[src/include/ebu_pkg.sv]
// Purpose: shared constants and types for the address map and bus unit
// Assumes: 24-bit byte addresses, 16-bit data
// Notes: segment 0 layout below the register areas is a fixed choice
package ebu_pkg;
  localparam int ADDR_W = 24;
  localparam int DATA_W = 16;
  localparam int WIN_NUM = 4;
  localparam int WAIT_W = 4;
  // linear map boundaries
  localparam logic [23:0] EXT_LOW_END = 24'h007FFF;
  localparam logic [23:0] SEG0_END = 24'h00FFFF;
  localparam logic [23:0] EXT_MID_END = 24'h1FFFFF;
  localparam logic [23:0] EXT_IO_START = 24'h200800;
  localparam logic [23:0] EXT_IO_END = 24'h3FFFFF;
  localparam logic [23:0] EXT_HIGH_END = 24'hBEFFFF;
  localparam logic [23:0] FLASH_START = 24'hC00000;
  localparam logic [23:0] FLASH_END = 24'hC1FFFF;
  localparam logic [23:0] PROG_RSV_END = 24'hDFFFFF;
  localparam logic [23:0] PROGRAM_SRAM_START = 24'hE00000;
  localparam logic [23:0] PROGRAM_SRAM_END = 24'hE007FF;
  localparam logic [23:0] FLASH_REG_START = 24'hFFF000;
  // segment 0 internal areas
  localparam logic [23:0] DATA_SRAM_START = 24'h00C000;
  localparam logic [23:0] DATA_SRAM_END = 24'h00CFFF;
  localparam logic [23:0] EXTENDED_REGISTER_SPACE_START = 24'h00F000;
  localparam logic [23:0] EXTENDED_REGISTER_SPACE_END = 24'h00F1FF;
  localparam logic [23:0] DUAL_PORT_RAM_START = 24'h00F600;
  localparam logic [23:0] DUAL_PORT_RAM_BIT_START = 24'h00FD00;
  localparam logic [23:0] DUAL_PORT_RAM_END = 24'h00FDFF;
  localparam logic [23:0] SFR_START = 24'h00FE00;
  // defined flash registers from FLASH_REG_START upward, in bytes
  localparam logic [11:0] FLASH_REG_USED_DEFAULT = 12'h100;
  // value returned on a trapped read; arbitrary value
  localparam logic [15:0] TRAP_CODE_DEFAULT = 16'h5A5A;
  localparam logic [15:0] RDATA_RST = 16'h0000;
  localparam logic [2:0] WIN_DEFAULT = 3'h0;

  typedef enum logic [3:0] {
    TGT_EXT, TGT_EXT_IO, TGT_SFR, TGT_EXTENDED_REGISTER_SPACE, TGT_DUAL_PORT_RAM, TGT_DATA_SRAM,
    TGT_FLASH, TGT_PROGRAM_SRAM, TGT_FLASH_REG, TGT_TRAP
  } target_type;

  typedef enum logic [1:0] {
    ST_IDLE, ST_ADDR, ST_STROBE, ST_HOLD
  } bus_state_type;
endpackage : ebu_pkg

[src/hw/addr_map_ebu.sv]
// Purpose: address decode and external bus unit of a 16-bit controller
// Assumes: internal memories answer I_INT_RDATA in the request cycle
// Notes: external pins change on rising edges of O_BUS_REF_CLK
`timescale 1ns/1ps

// Behaviour
// - 16 MB space, 256 segments, 16K pages
// - byte and word access everywhere
// - internal data memories and register areas in segment 0
// - two 512-byte word register areas
// - dual-port RAM bit addressing flags
// - external ranges become external bus cycles
// - flash from C0'0000, C2..DF reserved
// - undefined flash register reads return trap
// - external IO range disables pipeline optimization
// - single chip plus four external modes
// - demux address on second port
// - segment lines on fourth port, count programmable
// - four selects: three windows plus default
// - per-select timing and function settings
// - windows resolved by priority
// - unmatched access uses select zero settings
// - active window selects; window 4 internal
// - bus timing tied to reference clock rise
// - bus mode switched per access
// - local peripheral bus served alike
module addr_map_ebu
  import ebu_pkg::*;
#(
  parameter logic [15:0] TRAP_CODE = TRAP_CODE_DEFAULT,
  parameter logic [11:0] FLASH_REG_USED = FLASH_REG_USED_DEFAULT
) (
  input wire logic I_SYS_CLK,
  input wire logic I_RST_N,
  input wire logic I_REQ,
  input wire logic [23:0] I_ADDR,
  input wire logic I_WRITE,
  input wire logic I_BYTE,
  input wire logic I_GPR_ACCESS,
  input wire logic I_LOCAL_BUS,
  input wire logic [15:0] I_WDATA,
  input wire logic [15:0] I_INT_RDATA,
  input wire logic I_SINGLE_CHIP,
  input wire logic [2:0] I_SEG_LINES,
  input wire logic [3:0] I_WIN_ENABLE,
  input wire logic [47:0] I_WIN_BASE,
  input wire logic [47:0] I_WIN_MASK,
  input wire logic [19:0] I_TIMING_SET,
  input wire logic [9:0] I_FUNCTION_SET,
  input wire logic [15:0] I_ADDR_DATA_PORT,
  input wire logic [15:0] I_LOCAL_BUS_RDATA,
  output logic O_READY,
  output logic O_ACK,
  output logic O_TRAP,
  output logic [15:0] O_RDATA,
  output logic [3:0] O_TARGET,
  output logic O_BIT_ADDRESSABLE,
  output logic O_NO_PIPE_OPT,
  output logic [15:0] O_ADDR_DATA_PORT,
  output logic [15:0] O_ADDR_DATA_PORT_OE,
  output logic [15:0] O_ADDRESS_PORT,
  output logic [7:0] O_SEG_PORT,
  output logic [7:0] O_SEG_PORT_OE,
  output logic [3:0] O_CS_N,
  output logic O_ALE,
  output logic O_RD_N,
  output logic O_WR_N,
  output logic O_BHE_N,
  output logic O_BUS_REF_CLK,
  output logic O_LOCAL_BUS_SEL,
  output logic O_LOCAL_BUS_RD,
  output logic O_LOCAL_BUS_WR,
  output logic [23:0] O_LOCAL_BUS_ADDR,
  output logic [15:0] O_LOCAL_BUS_WDATA
);

  // linear map decode; segment 0 holds all internal data areas
  function automatic target_type decode_target(input logic [23:0] a);
    target_type t;
    t = TGT_TRAP;
    if (a <= EXT_LOW_END) t = TGT_EXT;
    else if (a <= SEG0_END) begin
      if (a >= SFR_START) t = TGT_SFR;
      else if (a >= DUAL_PORT_RAM_START && a <= DUAL_PORT_RAM_END) t = TGT_DUAL_PORT_RAM;
      else if (a >= EXTENDED_REGISTER_SPACE_START && a <= EXTENDED_REGISTER_SPACE_END) t = TGT_EXTENDED_REGISTER_SPACE;
      else if (a >= DATA_SRAM_START && a <= DATA_SRAM_END) t = TGT_DATA_SRAM;
    end
    else if (a <= EXT_MID_END) t = TGT_EXT;
    else if (a >= EXT_IO_START && a <= EXT_IO_END) t = TGT_EXT_IO;
    else if (a > EXT_IO_END && a <= EXT_HIGH_END) t = TGT_EXT;
    else if (a >= FLASH_START && a <= FLASH_END) t = TGT_FLASH;
    else if (a >= PROGRAM_SRAM_START && a <= PROGRAM_SRAM_END) t = TGT_PROGRAM_SRAM;
    else if (a >= FLASH_REG_START) t = TGT_FLASH_REG;
    return t; // everything else, C2..DF included, traps
  endfunction : decode_target

  // highest numbered hit wins, zero means default select
  function automatic logic [2:0] pick_window(input logic [23:0] a);
    logic [2:0] w;
    w = WIN_DEFAULT;
    for (int i = 0; i < WIN_NUM; i++) begin
      if (I_WIN_ENABLE[i] && ((a[23:12] & I_WIN_MASK[i*12 +: 12]) ==
          (I_WIN_BASE[i*12 +: 12] & I_WIN_MASK[i*12 +: 12]))) begin
        w = 3'(i + 1);
      end
    end
    return w;
  endfunction : pick_window

  bus_state_type state_reg, state_next;
  logic [23:0] addr_reg, addr_next;
  logic [15:0] wdata_reg, wdata_next;
  logic [15:0] rdata_reg, rdata_next;
  logic write_reg, write_next;
  logic byte_reg, byte_next;
  logic [2:0] win_reg, win_next;
  logic mode8_reg, mode8_next;
  logic mux_reg, mux_next;
  logic [WAIT_W-1:0] wait_reg, wait_next;
  logic [WAIT_W-1:0] cnt_reg, cnt_next;
  logic phase_reg, phase_next;
  logic local_reg, local_next;
  logic ack_reg, ack_next;
  logic trap_reg, trap_next;
  target_type target_reg, target_next;
  logic bit_reg, bit_next;
  logic io_reg, io_next;
  logic ref_reg, ref_next;
  logic ale_reg, ale_next;
  logic rd_n_reg, rd_n_next;
  logic wr_n_reg, wr_n_next;
  logic bhe_n_reg, bhe_n_next;
  logic [3:0] cs_n_reg, cs_n_next;
  logic [15:0] ad_reg, ad_next;
  logic [15:0] ad_oe_reg, ad_oe_next;
  logic [15:0] aport_reg, aport_next;
  logic [7:0] seg_reg, seg_next;
  logic [7:0] seg_oe_reg, seg_oe_next;
  logic lb_sel_reg, lb_sel_next;
  logic lb_rd_reg, lb_rd_next;
  logic lb_wr_reg, lb_wr_next;
  logic [15:0] ad_sync1_reg, ad_sync2_reg, ad_sync3_reg;
  logic [15:0] ad_filt_reg, ad_filt_next;

  // pin data settles only once the last two stages agree
  always_comb begin
    ad_filt_next = ad_filt_reg;
    if (ad_sync2_reg == ad_sync3_reg) ad_filt_next = ad_sync3_reg;
  end

  always_ff @(posedge I_SYS_CLK) begin
    if (!I_RST_N) begin
      ad_sync1_reg <= RDATA_RST;
      ad_sync2_reg <= RDATA_RST;
      ad_sync3_reg <= RDATA_RST;
      ad_filt_reg <= RDATA_RST;
    end else begin
      ad_sync1_reg <= I_ADDR_DATA_PORT;
      ad_sync2_reg <= ad_sync1_reg;
      ad_sync3_reg <= ad_sync2_reg;
      ad_filt_reg <= ad_filt_next;
    end
  end

  // access sequencer plus registered pin values
  always_comb begin
    target_type tgt;
    logic edge_en, ext, busy;
    logic [23:0] lane;
    logic [15:0] src;
    logic [7:0] seg_mask;
    tgt = decode_target(I_ADDR);
    edge_en = !ref_reg; // next edge is a reference rise
    ext = (tgt == TGT_EXT) || (tgt == TGT_EXT_IO);
    src = local_reg ? I_LOCAL_BUS_RDATA : ad_filt_reg;
    seg_mask = 8'((9'h001 << I_SEG_LINES) - 9'h001);
    busy = 1'b0;
    lane = addr_reg;
    state_next = state_reg;
    addr_next = addr_reg;
    wdata_next = wdata_reg;
    rdata_next = rdata_reg;
    write_next = write_reg;
    byte_next = byte_reg;
    win_next = win_reg;
    mode8_next = mode8_reg;
    mux_next = mux_reg;
    wait_next = wait_reg;
    cnt_next = cnt_reg;
    phase_next = phase_reg;
    local_next = local_reg;
    target_next = target_reg;
    bit_next = bit_reg;
    io_next = io_reg;
    ack_next = 1'b0;
    trap_next = 1'b0;
    ref_next = ~ref_reg;
    unique case (state_reg)
      ST_IDLE: begin
        if (I_REQ) begin
          addr_next = I_ADDR;
          wdata_next = I_WDATA;
          write_next = I_WRITE;
          byte_next = I_BYTE;
          target_next = tgt;
          bit_next = (tgt == TGT_DUAL_PORT_RAM) &&
                     (I_GPR_ACCESS || I_ADDR >= DUAL_PORT_RAM_BIT_START);
          if (I_LOCAL_BUS || (ext && !I_SINGLE_CHIP)) begin
            win_next = I_LOCAL_BUS ? WIN_DEFAULT : pick_window(I_ADDR);
            wait_next = I_TIMING_SET[win_next*4 +: 4];
            mode8_next = !I_LOCAL_BUS &&
                         I_FUNCTION_SET[win_next*2 + 1];
            mux_next = I_FUNCTION_SET[win_next*2];
            local_next = I_LOCAL_BUS;
            io_next = !I_LOCAL_BUS && (tgt == TGT_EXT_IO);
            phase_next = 1'b0;
            state_next = ST_ADDR;
          end else begin
            // internal or trapped access answers next cycle
            ack_next = 1'b1;
            trap_next = ext || (tgt == TGT_TRAP) ||
                        ((tgt == TGT_FLASH_REG) && !I_WRITE &&
                         (I_ADDR[11:0] >= FLASH_REG_USED));
            if (!I_WRITE) rdata_next = trap_next ? TRAP_CODE : I_INT_RDATA;
          end
        end
      end
      ST_ADDR: begin
        // the address phase must have reached the pins before the strobe
        if (edge_en && (ale_reg || local_reg)) begin
          state_next = ST_STROBE;
          cnt_next = wait_reg;
        end
      end
      ST_STROBE: begin
        if (edge_en) begin
          if (cnt_reg != '0) cnt_next = cnt_reg - 1'b1;
          else begin
            if (!write_reg) begin
              if (mode8_reg && phase_reg) rdata_next[15:8] = src[7:0];
              else if (mode8_reg) rdata_next = {8'h00, src[7:0]};
              else if (byte_reg && addr_reg[0])
                rdata_next = {8'h00, src[15:8]};
              else if (byte_reg) rdata_next = {8'h00, src[7:0]};
              else rdata_next = src;
            end
            // a word over an 8-bit bus takes a second byte cycle
            if (mode8_reg && !byte_reg && !phase_reg) begin
              phase_next = 1'b1;
              state_next = ST_ADDR;
            end else state_next = ST_HOLD;
          end
        end
      end
      ST_HOLD: begin
        if (edge_en) begin
          state_next = ST_IDLE;
          ack_next = 1'b1;
          io_next = 1'b0;
        end
      end
    endcase
    // pin values follow the next state so they move with the clock rise
    busy = (state_next != ST_IDLE) && !local_next;
    lane = {addr_next[23:1], addr_next[0] | phase_next};
    cs_n_next = 4'hF;
    if (busy && win_next != 3'h4) cs_n_next[win_next[1:0]] = 1'b0;
    ale_next = busy && (state_next == ST_ADDR);
    rd_n_next = !(busy && state_next == ST_STROBE && !write_next);
    wr_n_next = !(busy && state_next == ST_STROBE && write_next);
    bhe_n_next = !(busy && !mode8_next && (!byte_next || lane[0]));
    aport_next = (busy && !mux_next) ? lane[15:0] : 16'h0000;
    ad_next = 16'h0000;
    ad_oe_next = 16'h0000;
    if (ale_next && mux_next) begin
      ad_next = lane[15:0];
      ad_oe_next = 16'hFFFF;
    end else if (!wr_n_next) begin
      if (mode8_next) begin
        ad_next = {8'h00, phase_next ? wdata_next[15:8] : wdata_next[7:0]};
        ad_oe_next = 16'h00FF;
      end else begin
        ad_next = byte_next ? {2{wdata_next[7:0]}} : wdata_next;
        ad_oe_next = 16'hFFFF;
      end
    end
    seg_next = busy ? (lane[23:16] & seg_mask) : 8'h00;
    seg_oe_next = I_SINGLE_CHIP ? 8'h00 : seg_mask;
    lb_sel_next = (state_next != ST_IDLE) && local_next;
    lb_rd_next = lb_sel_next && state_next == ST_STROBE && !write_next;
    lb_wr_next = lb_sel_next && state_next == ST_STROBE && write_next;
    // pins hold through a reference fall, so an accept there waits a cycle
    if (!edge_en) begin
      cs_n_next = cs_n_reg;
      ale_next = ale_reg;
      rd_n_next = rd_n_reg;
      wr_n_next = wr_n_reg;
      bhe_n_next = bhe_n_reg;
      ad_next = ad_reg;
      ad_oe_next = ad_oe_reg;
      aport_next = aport_reg;
      seg_next = seg_reg;
      seg_oe_next = seg_oe_reg;
    end
  end

  always_ff @(posedge I_SYS_CLK) begin
    if (!I_RST_N) begin
      state_reg <= ST_IDLE;
      addr_reg <= 24'h000000;
      wdata_reg <= RDATA_RST;
      rdata_reg <= RDATA_RST;
      write_reg <= 1'b0;
      byte_reg <= 1'b0;
      win_reg <= WIN_DEFAULT;
      mode8_reg <= 1'b0;
      mux_reg <= 1'b0;
      wait_reg <= '0;
      cnt_reg <= '0;
      phase_reg <= 1'b0;
      local_reg <= 1'b0;
      ack_reg <= 1'b0;
      trap_reg <= 1'b0;
      target_reg <= TGT_EXT;
      bit_reg <= 1'b0;
      io_reg <= 1'b0;
      ref_reg <= 1'b0;
      ale_reg <= 1'b0;
      rd_n_reg <= 1'b1;
      wr_n_reg <= 1'b1;
      bhe_n_reg <= 1'b1;
      cs_n_reg <= 4'hF;
      ad_reg <= 16'h0000;
      ad_oe_reg <= 16'h0000;
      aport_reg <= 16'h0000;
      seg_reg <= 8'h00;
      seg_oe_reg <= 8'h00;
      lb_sel_reg <= 1'b0;
      lb_rd_reg <= 1'b0;
      lb_wr_reg <= 1'b0;
    end else begin
      state_reg <= state_next;
      addr_reg <= addr_next;
      wdata_reg <= wdata_next;
      rdata_reg <= rdata_next;
      write_reg <= write_next;
      byte_reg <= byte_next;
      win_reg <= win_next;
      mode8_reg <= mode8_next;
      mux_reg <= mux_next;
      wait_reg <= wait_next;
      cnt_reg <= cnt_next;
      phase_reg <= phase_next;
      local_reg <= local_next;
      ack_reg <= ack_next;
      trap_reg <= trap_next;
      target_reg <= target_next;
      bit_reg <= bit_next;
      io_reg <= io_next;
      ref_reg <= ref_next;
      ale_reg <= ale_next;
      rd_n_reg <= rd_n_next;
      wr_n_reg <= wr_n_next;
      bhe_n_reg <= bhe_n_next;
      cs_n_reg <= cs_n_next;
      ad_reg <= ad_next;
      ad_oe_reg <= ad_oe_next;
      aport_reg <= aport_next;
      seg_reg <= seg_next;
      seg_oe_reg <= seg_oe_next;
      lb_sel_reg <= lb_sel_next;
      lb_rd_reg <= lb_rd_next;
      lb_wr_reg <= lb_wr_next;
    end
  end

  // one access at a time; no queue in front of the sequencer
  assign O_READY = (state_reg == ST_IDLE);
  assign O_ACK = ack_reg;
  assign O_TRAP = trap_reg;
  assign O_RDATA = rdata_reg;
  assign O_TARGET = target_reg;
  assign O_BIT_ADDRESSABLE = bit_reg;
  assign O_NO_PIPE_OPT = io_reg;
  assign O_ADDR_DATA_PORT = ad_reg;
  assign O_ADDR_DATA_PORT_OE = ad_oe_reg;
  assign O_ADDRESS_PORT = aport_reg;
  assign O_SEG_PORT = seg_reg;
  assign O_SEG_PORT_OE = seg_oe_reg;
  assign O_CS_N = cs_n_reg;
  assign O_ALE = ale_reg;
  assign O_RD_N = rd_n_reg;
  assign O_WR_N = wr_n_reg;
  assign O_BHE_N = bhe_n_reg;
  assign O_BUS_REF_CLK = ref_reg;
  assign O_LOCAL_BUS_SEL = lb_sel_reg;
  assign O_LOCAL_BUS_RD = lb_rd_reg;
  assign O_LOCAL_BUS_WR = lb_wr_reg;
  assign O_LOCAL_BUS_ADDR = addr_reg;
  assign O_LOCAL_BUS_WDATA = wdata_reg;

endmodule : addr_map_ebu

[config.mk]
export PLATFORM = sky130hd
export DESIGN_NAME = addr_map_ebu
export DESIGN_NICKNAME = d
export VERILOG_FILES = /design/src/include/ebu_pkg.sv /design/src/hw/addr_map_ebu.sv
export SDC_FILE = /design/constraint.sdc
export NUM_CORES = 1
export LEC_CHECK = 0
export BUFFER_PORTS_ARGS = -buffer_cell sky130_fd_sc_hd__buf_2
export CAP_MARGIN = 20
export CORE_AREA = 2 2 144 146
export DETAILED_ROUTE_END_ITERATION = 10
export DIE_AREA = 0 0 146 148
export HOLD_SLACK_MARGIN = 0.1
export PLACE_DENSITY = 0.82
export RECOVER_POWER = 25
export REMOVE_ABC_BUFFERS = 1
export SYNTH_ARGS = -nofsm -noshare
export SYNTH_HDL_FRONTEND = slang
export SYNTH_SLANG_ARGS = --single-unit
[constraint.sdc]
create_clock -name I_SYS_CLK -period 6.45 [get_ports I_SYS_CLK]
set_input_delay 0.645 -clock I_SYS_CLK [delete_from_list [all_inputs] [get_ports I_SYS_CLK]]
set_output_delay 0.645 -clock I_SYS_CLK [all_outputs]
set_load 0.02 [all_outputs]
# Word level (Yosys, flattened, before mapping)
# Index checks and enable logic that the tools add are counted.
op_classes:
  addsub: 3
  order_cmp: 25
  eq_ne: 26
  shifts: 2
  mux: 98
  bitwise_logic: 15
  reduce_logical: 72
op_table:
  columns: ["operator", "count"]
  rows:
  - ["two-way mux 16 bit", 21]
  - [">= comparator 24 x 16 -> 1 bit (second input constant)", 5]
  - ["bitwise AND 12 bit", 8]
  - ["<= comparator 24 x 16 -> 1 bit (second input constant)", 4]
  - [">= comparator 24 bit (second input constant)", 3]
  - ["<= comparator 24 bit (second input constant)", 3]
  - ["two-way mux 4 bit", 15]
  - ["== test 12 bit", 4]
  - ["two-way mux 24 bit", 2]
  - ["two-way mux 8 bit", 5]
  - ["logical AND 1 bit", 37]
  - ["one-hot mux 16 bit (2 select lines)", 1]
  - ["two-way mux 3 bit", 10]
  - ["two-way mux 1 bit", 29]
  - [">= comparator 24 x 22 -> 1 bit (second input constant)", 1]
  - ["greater-than comparator 24 x 22 -> 1 bit (second input constant)", 1]
  - ["<= comparator 24 x 15 -> 1 bit (second input constant)", 1]
  - ["<= comparator 24 x 21 -> 1 bit (second input constant)", 1]
  - ["<= comparator 24 x 22 -> 1 bit (second input constant)", 1]
  - ["!= test 2 bit (second input constant)", 10]
  - ["indexed part select 20 x 6 -> 4 bit", 1]
  - ["== test 16 bit", 1]
  - ["zero test 1 bit", 14]
  - ["two-way mux 2 bit", 7]
  - ["37 further kinds", 56]
totals:
  ff_bits: 223
  input_bits: 229
  output_inout_bits: 141
  wordCells: 278

# Depth between registers and ports, before layout
# Gate-level depths: netlist of run 1.
logic_depth:
  word_depth: 28
  ltp_mapped: 14
  depth_no_buf: 11

# Worst setup path after synthesis of run 1
# Ideal clock, no wire load.
synth_path:
  kind: "input port to flip-flop"
  from: "in I_ADDR[20]"
  to: "reg ad_reg[0], in the netlist O_ADDR_DATA_PORT[0]"
  setup_time_ns: 0.122
  t_arrival_ns: 2.996
  t_required_ns: 6.328
  setup_slack_ns: 3.332
  cell_stages: 10
  path_buffers: 1
  path_cell_list: "buf_2 xor2_1 a222oi_1 nand3_1 or3_1 and3_4 a2111oi_4 o221ai_2 mux2i_1 a221o_1"
synth_between:
  elab_chain_len: 22
  word_cells_on_any_way: 98
  classes_between: "1 x add/sub; 19 x order compare; 7 x eq/ne; 43 x mux; 5 x bitwise; 23 x reduce/logical"
synth_lines:
  columns: ["element", "line_no", "rtl"]
  rows:
  - ["from (decl)", "addr_map_ebu.sv:36", "input wire logic [23:0] I_ADDR,"]
  - [">= comparator 24 bit (tied with other cells)", "addr_map_ebu.sv:93", "else if (a >= FLASH_REG_START) t = TGT_FLASH_REG;"]
  - ["two-way mux 1 bit or logical AND 1 bit (tied branches)", "addr_map_ebu.sv:93, addr_map_ebu.sv:92", null]
  - ["two-way mux 4 bit", "addr_map_ebu.sv:92", "else if (a >= PROGRAM_SRAM_START && a <= PROGRAM_SRAM_END) t = TGT_PROGRAM_SRAM;"]
  - ["two-way mux 4 bit", "addr_map_ebu.sv:91", "else if (a >= FLASH_START && a <= FLASH_END) t = TGT_FLASH;"]
  - ["two-way mux 4 bit", "addr_map_ebu.sv:90", "else if (a > EXT_IO_END && a <= EXT_HIGH_END) t = TGT_EXT;"]
  - ["two-way mux 4 bit", "addr_map_ebu.sv:89", "else if (a >= EXT_IO_START && a <= EXT_IO_END) t = TGT_EXT_IO;"]
  - ["two-way mux 4 bit", "addr_map_ebu.sv:88", "else if (a <= EXT_MID_END) t = TGT_EXT;"]
  - ["two-way mux 4 bit", "addr_map_ebu.sv:82", "else if (a <= SEG0_END) begin"]
  - ["[5 not listed]", null, null]
  - ["two-way mux 2 bit or two-way mux 1 bit (tied branches)", "addr_map_ebu.sv:208", "if (I_LOCAL_BUS || (ext && !I_SINGLE_CHIP)) begin"]
  - ["two-way mux 2 bit or two-way mux 1 bit (tied branches)", "addr_map_ebu.sv:200", "if (I_REQ) begin"]
  - ["one-hot mux 2 bit (4 select lines) or two-way mux 1 bit (tied branches)", "addr_map_ebu.sv:198", "unique case (state_reg)"]
  - ["nonzero test 2 bit or zero test 1 bit (tied branches)", "addr_map_ebu.sv:264", "busy = (state_next != ST_IDLE) && !local_next;"]
  - ["logical AND 1 bit", "addr_map_ebu.sv:264", null]
  - ["logical AND 1 bit (2 in series)", "addr_map_ebu.sv:270", "wr_n_next = !(busy && state_next == ST_STROBE && write_next);"]
  - ["two-way mux 16 bit", "addr_map_ebu.sv:278", "end else if (!wr_n_next) begin"]
  - ["two-way mux 16 bit *", "addr_map_ebu.sv:275", "if (ale_next && mux_next) begin"]
  - ["to (signal assigned)", "addr_map_ebu.sv:366", "ad_reg <= ad_next;"]
  - ["to (decl)", "addr_map_ebu.sv:134", "logic [15:0] ad_reg, ad_next;"]
# Mark *: on every way between the ends. The rest lies on a longest branch, timed or not. The select of a mux whose other input is x is not followed.
# A chain may end at the register's enable or synchronous reset.

# Final worst setup path of run 1
layout_path:
  from: "reg state_reg[1]"
  to: "reg ad_reg[7], in the netlist O_ADDR_DATA_PORT[7]"
layout_between:
  elab_chain_len: 9
  word_cells_on_any_way: 32
  classes_between: "5 x eq/ne; 19 x mux; 8 x reduce/logical"
layout_lines:
  columns: ["element", "line_no", "rtl"]
  rows:
  - ["from (decl)", "addr_map_ebu.sv:110", "bus_state_type state_reg, state_next;"]
  - ["from (signal assigned)", "addr_map_ebu.sv:342", "state_reg <= state_next;"]
  - ["two-way mux 2 bit, on equally long branches", "addr_map_ebu.sv:237, addr_map_ebu.sv:208", null]
  - ["two-way mux 2 bit, on equally long branches", "addr_map_ebu.sv:236, addr_map_ebu.sv:200", null]
  - ["one-hot mux 2 bit (4 select lines)", "addr_map_ebu.sv:198", null]
  - ["nonzero test 2 bit", "addr_map_ebu.sv:264", null]
  - ["logical AND 1 bit", "addr_map_ebu.sv:264", null]
  - ["logical AND 1 bit (2 in series)", "addr_map_ebu.sv:270", null]
  - ["two-way mux 16 bit", "addr_map_ebu.sv:278", null]
  - ["two-way mux 16 bit *", "addr_map_ebu.sv:275", null]
# Mark *: on every way between the ends. The rest lies on a longest branch, timed or not.

==> results of run 1 <==
[worst register-to-register path, delay by kind of cell, from the launching register on]
| family | cells | cell delay, ns |
|---|---|---|
| multiplexers | 1 | 0.42 |
| buffers and inverters | 1 | 0.14 |
| flip-flops | 1 | 0.35 |
| AND/OR/NAND/NOR | 1 | 0.78 |
| adder cells (fa/ha/maj) | 1 | 0.43 |
| AO/OA/AOI/OAI | 6 | 2.16 |
[cells in the mapped netlist, drive strengths merged, types with 3 or more instances]
library cell	instances	share of area, %
mux2i	101	10
o221ai	10	0.96
a32o	6	0.61
a31oi	7	0.51
or2	4	0.26
buf	40	2.4
a21oi	57	3.1
and3	7	0.50
nand2b	11	0.78
o21ai	60	3.1
mux2	9	1.0
xor2	66	5.9
nand3b	3	0.23
ha	6	0.77
o22ai	9	0.57
nand3	13	0.66
and2	55	3.5
dfxtp	209	43
a32oi	12	1.1
o22a	3	0.27
clkbuf	45	1.7
a222oi	4	0.41
o211ai	8	0.61
inv	17	0.65
a211oi	10	0.77
nor2	106	4.1
nand2	84	3.2
nor3	10	0.51
nor4	7	0.45
or4	4	0.31
or3	9	0.57
a22oi	28	2.1
nand4	6	0.38
o21a	4	0.31
nor2b	10	0.64
o32ai	3	0.27
[kinds of logic after synthesis]
family,after synthesis,share of synthesized area (%)
and+or+nand+nor,339,17.1
DFF,209,42.7
adders and majority gates,6,0.765
AOI/OAI and AO/OA,243,16.8
buffers and inverters,103,4.86
xor gates and xnor gates,68,6.07
muxes,112,11.8
[layer usage]
metal  global-route usage (%)  up-vias  part of all wire [%]
li1                         -     4460                     -
met1                     33.2     4356                    38
met2                     51.8      474                    49
met3                     5.37      122                   7.3
met4                     16.1        0                   5.6
met5                        0        -                     0
[per-stage QoR]
step	setup slack, ns	utilization, %	instance area (um2)	hold slack [ns]	instances
after floorplan	2.67	-	9400	0.412	995
after global placement	2.48	58.2	11700	0.413	1643
after CTS	2.15	61.6	12300	0.343	1680
after global routing	1.75	61.5	12300	0.355	1687
final	2.10	61.5	12300	0.360	1687
after detailed placement	2.20	58.2	11700	0.418	1643
[worst max path at each step]
stage / from / endpoint / slack (ns) / cells past startpoint
detailed placement: state_reg[1] / O_ADDR_DATA_PORT[7] / 2.20 / 10
finish: state_reg[1] / O_ADDR_DATA_PORT[7] / 2.10 / 10
global placement: state_reg[1] / O_ADDR_DATA_PORT[6] / 2.48 / 10
floorplan: state_reg[1] / O_ADDR_DATA_PORT[1] / 2.67 / 10
CTS: state_reg[1] / O_ADDR_DATA_PORT[3] / 2.15 / 10
global route: I_RST_N / O_ADDRESS_PORT[0] / 1.75 / 8
[area by class of cell]
type	instances	area, um2
Fill cell	1754	7720
Antenna cell	6	15.0
Timing Repair Buffer	379	1880
Tap cell	270	338
Inverter	18	67.6
Sequential cell	209	4180
Clock buffer	29	606
Clock inverter	8	80.1
Multi-Input combinational cell	768	5150
[where the power goes]
group	leakage (nW)	switching, mW	internal (mW)	total [mW]
clock network	0.341	0.507	0.701	1.21
registers	1.71	0.119	1.47	1.59
logic	3.59	0.919	0.509	1.43
total	5.64	1.54	2.68	4.22
==> impl_metrics.json, run 1 <==
{
  "violations": "capacitance limit, slew limit",
  "powerDensity_mw_per_mm2": 343,
  "min_path_cells": 2,
  "port-buffer-count": 369,
  "grt_pass1_wl_um": 50200,
  "holdPathEnd": "ad_sync1_reg[9]",
  "ant_nets": 0,
  "finalClockSkew_ns": 0.0121,
  "nets": 1632,
  "setup_viol": 0,
  "place_hpwl_um": 24700,
  "fin_crit_sh_pct": 67.5,
  "relSlewSlack_pct": -58.0,
  "ys_seq_area_share_pct": 42.7,
  "cts_max_level": 1,
  "rows": 52,
  "ys_types": 76,
  "fmax_mhz": 230,
  "cpLargestDelayFamily": "compound AO/OA/AOI/OAI gates",
  "pin_count": 370,
  "clock_path_buffers": 3,
  "rsz0062_at_grt": "no",
  "cp_slowest_cell": "and2_1",
  "die_height_um": 148,
  "cts_made_buffers": 21,
  "drt_iter0_drc": 887,
  "finalWirelength_um": 33100,
  "mostFrequentLayoutCell": "buf_2",
  "overflow": 0,
  "cap_violations": 1,
  "final_cell_mix": "333 x buf_2, 209 x dfxtp_1, 105 x nor2_1, 101 x mux2i_1, 83 x nand2_1",
  "hp-class": "in2reg",
  "period_needed_ns": 4.35,
  "insertion_delay_ns": 0.49,
  "hold_start": "I_ADDR_DATA_PORT[9]",
  "place_congestion": 0.935,
  "required_ns": 6.86,
  "core_area_mm2": 0.0200,
  "num_vias": 9412,
  "post_cts_buffers": 0,
  "grt_start_max_net_pins": 91,
  "slew_viol_final": 73,
  "ctsHoldBuffers": 0,
  "synth-seq-cells": 209,
  "max_slew.worst_pin.slew_ns": 2.37,
  "r2r-end": "O_ADDR_DATA_PORT[7]",
  "synth_edf_count": 0,
  "antenna_found_initial": 6,
  "die_x_um": 146,
  "path_cells": "inv_1, ha_1, and2_1, o31ai_1, o21a_1, a21oi_2, o211ai_1, o221ai_2, mux2_2, o221ai_1",
  "end_kind": "flop",
  "p_total_mw": 4.22,
  "synthArstFlopShare_pct": 0,
  "cts.sinks": 209,
  "start_util_pct": 49.0,
  "crit_fanout": 15,
  "drc": 0,
  "r2r_start": "state_reg[1]",
  "setup_tns_ns": 0,
  "cp_data_arrival_time_ns": 4.76,
  "via_per_inst": 5.58,
  "largest_register_ff_count": 24,
  "setup.worst_path.class": "reg2reg",
  "synth_cells": 1080,
  "ys_warn_count": 0,
  "leakage_nw": 5.64,
  "syn_area_mm2": 0.00981,
  "cp-start-kind": "flop",
  "wl_per_cell_um": 19.6,
  "status": "finished, violations left",
  "layout-drive-gt1-share_pct": 28.6,
  "avgSynthCellArea_um2": 9.08,
  "path_buf_inv": 1,
  "reg2reg_slack_ns": 2.10,
  "clock_tree.root_cell": "clkbuf_16",
  "cts_resized": 0,
  "first_pass_iters": 5,
  "r2r_cells": 10,
  "grt_pass1_vias": 9265,
  "clk_pin_slew_ns": 0.06,
  "critPathMaxStageDelay_ns": 0.78,
  "synth_ff_type": "dfxtp_1",
  "area_delta_synth_final_pct": 25.6,
  "cts_tree": "done",
  "finalHoldViolCount": 0,
  "die-area_mm2": 0.0216,
  "track_usage_pct": 29.2,
  "peakVddDrop_uv": 221
}
(Power assumes the default switching activity.)
==> inputs of run 2 (changes only) <==
--- a/config.mk
+++ b/config.mk
@@ -7,11 +7,10 @@
 export LEC_CHECK = 0
 export BUFFER_PORTS_ARGS = -buffer_cell sky130_fd_sc_hd__buf_2
 export CAP_MARGIN = 20
-export CORE_AREA = 2 2 144 146
+export CORE_UTILIZATION = 45
 export DETAILED_ROUTE_END_ITERATION = 10
-export DIE_AREA = 0 0 146 148
 export HOLD_SLACK_MARGIN = 0.1
-export PLACE_DENSITY = 0.82
+export PLACE_DENSITY = 0.79
 export RECOVER_POWER = 25
 export REMOVE_ABC_BUFFERS = 1
 export SYNTH_ARGS = -nofsm -noshare
==> constraint.sdc (replaced) <==
create_clock -name I_SYS_CLK -period 3.6 [get_ports I_SYS_CLK]
set_input_delay 0.36 -clock I_SYS_CLK [delete_from_list [all_inputs] [get_ports I_SYS_CLK]]
set_output_delay 0.36 -clock I_SYS_CLK [all_outputs]
set_load 0.02 [all_outputs]
==> impl_metrics.json, run 2 (same netlist as run 1, synthesis figures left out) <==
{
  "status": "finished, violations left",
  "violations": "capacitance limit, slew limit",
  "via_per_inst": 5.47,
  "drc": 0,
  "insertion_delay_ns": 0.49,
  "setup_viol": 0,
  "die-area_mm2": 0.0224,
  "overflow": 0,
  "clk_pin_slew_ns": 0.06,
  "placed_cell_area_mm2": 0.0118,
  "setup_ws_ns": 0.437,
  "post_cts_buffers": 0,
  "place_congestion": 0.993,
  "powerDensity_mw_per_mm2": 621,
  "path_buf_inv": 2,
  "antenna_found_initial": 7,
  "finalHoldViolCount": 0,
  "clock_path_buffers": 3,
  "grt_pass1_vias": 9106,
  "layout-drive-gt1-share_pct": 29.1,
  "reg2reg_slack_ns": 0.44,
  "max_slew.worst_pin.slew_ns": 2.05,
  "required_ns": 4.01,
  "port-buffer-count": 369,
  "relSlewSlack_pct": -36.7,
  "track_usage_pct": 28.1,
  "core_area_mm2": 0.0212,
  "pin_count": 370,
  "drt_iter0_drc": 752,
  "grt_pass1_wl_um": 48900,
  "setup.worst_path.class": "reg2reg",
  "rsz0062_at_grt": "no",
  "final_cell_mix": "336 x buf_2, 209 x dfxtp_1, 105 x nor2_1, 101 x mux2i_1, 83 x nand2_1",
  "cts.sinks": 209,
  "rows": 53,
  "first_pass_iters": 6,
  "num_vias": 9429,
  "end_kind": "flop",
  "finalClockSkew_ns": 0.0113,
  "peakVddDrop_uv": 326,
  "critPathMaxStageDelay_ns": 0.48,
  "nets": 1663,
  "cts_made_buffers": 22,
  "preCtsSetupSlack_ns": 0.223,
  "crit_fanout": 16,
  "mostFrequentLayoutCell": "buf_2",
  "hp-class": "in2reg",
  "clock_tree.root_cell": "clkbuf_16",
  "fin_crit_sh_pct": 87.9,
  "cp_data_arrival_time_ns": 3.58,
  "finalWirelength_um": 32800,
  "crit_path_frequent_cell": "inv_1",
  "cp-start-kind": "flop",
  "largest_register_ff_count": 24,
  "cts_resized": 0,
  "die_x_um": 150,
  "cpLargestDelayFamily": "simple AND/OR/NAND/NOR gates",
  "ant_nets": 0,
  "area_delta_synth_final_pct": 29.2,
  "die_height_um": 150,
  "start_util_pct": 46.2,
  "cp_slowest_cell": "or4b_1",
  "leakage_nw": 5.82,
  "grt_start_max_net_pins": 90,
  "place_hpwl_um": 24600,
  "cts_tree": "done",
  "finish.instance_area_mm2": 0.0127,
  "ctsHoldBuffers": 16,
  "wl_per_cell_um": 19.0,
  "cap_violations": 2,
  "slew_viol_final": 153,
  "path_cells": "inv_1, ha_1, nor4b_2, inv_1, or4b_1, a311o_1, a32oi_1, nor2b_1, nand3_1, nand2b_4, o221ai_1",
  "fmax_mhz": 316,
  "timing.hold.ws_ns": 0.144,
  "cts_max_level": 1,
  "period_needed_ns": 3.16
}
[run 2: cell types whose count changed in the layout (fill, tap and decap cells not counted), sizes merged]
cell | before | now
bufinv | 1 | 4
clkinv | 7 | 5
diode | 6 | 7
clkbuf | 66 | 62
clkinvlp | 0 | 1
dlygate4sd3 | 0 | 16
buf | 342 | 358
inv | 18 | 19
[run 2: final timing paths]
| path | startpoint | end | cells after the start |
|---|---|---|---|
| worst max-delay path | cnt_reg[0] | O_ADDR_DATA_PORT[4] | 11 |
| worst max register to register | cnt_reg[0] | O_ADDR_DATA_PORT[4] | 11 |
| worst min register to register | ad_sync1_reg[9] | ad_sync2_reg[9] | 1 |
| worst min-delay path | I_WDATA[11] | O_LOCAL_BUS_WDATA[11] | 3 |
[run 2: layer usage]
metal	share of wire (%)	GRT usage (%)
met5	0	0
met4	5.7	17.6
met3	8.1	5.24
met1	39	33.2
met2	48	46.7
[run 2: stage by stage]
stage          power, mW  utilization (%)  TNS, ns  std cells
2_1_floorplan       4.49                -    -2.50        995
3_3_place_gp        5.42             55.5        0       1663
3_5_place_dp        5.48             55.5        0       1663
4_1_cts             7.91             59.9        0       1717
5_1_grt             8.26             59.7        0       1723
6_report            7.87             59.7        0       1724
[run 2: worst register-to-register path, stage by stage, from the launching register on]
cell and delay, ns:
dfxtp_1 0.31, inv_1 0.09, ha_1 0.19, nor4b_2 0.26, inv_1 0.13, or4b_1 0.48, a311o_1 0.38, a32oi_1 0.35
nor2b_1 0.24, nand3_1 0.14, nand2b_4 0.28, o221ai_1 0.24
[run 2: cell type report]
| cell class | count | area, um2 |
|---|---|---|
| diodes | 7 | 17.5 |
| clock buffers | 27 | 591 |
| clock inverters | 11 | 184 |
| fillers | 1908 | 8540 |
| inverters | 18 | 67.6 |
| multi-input cells | 768 | 5150 |
| flip-flops and latches | 209 | 4180 |
| well taps | 275 | 344 |
| repair buffers | 409 | 2140 |
[run 2: where the power goes]
group	leakage, nW	internal [mW]	switching, mW
registers	1.71	2.63	0.192
logic	3.74	0.964	1.68
clock network	0.373	1.47	0.939
total	5.82	5.06	2.81
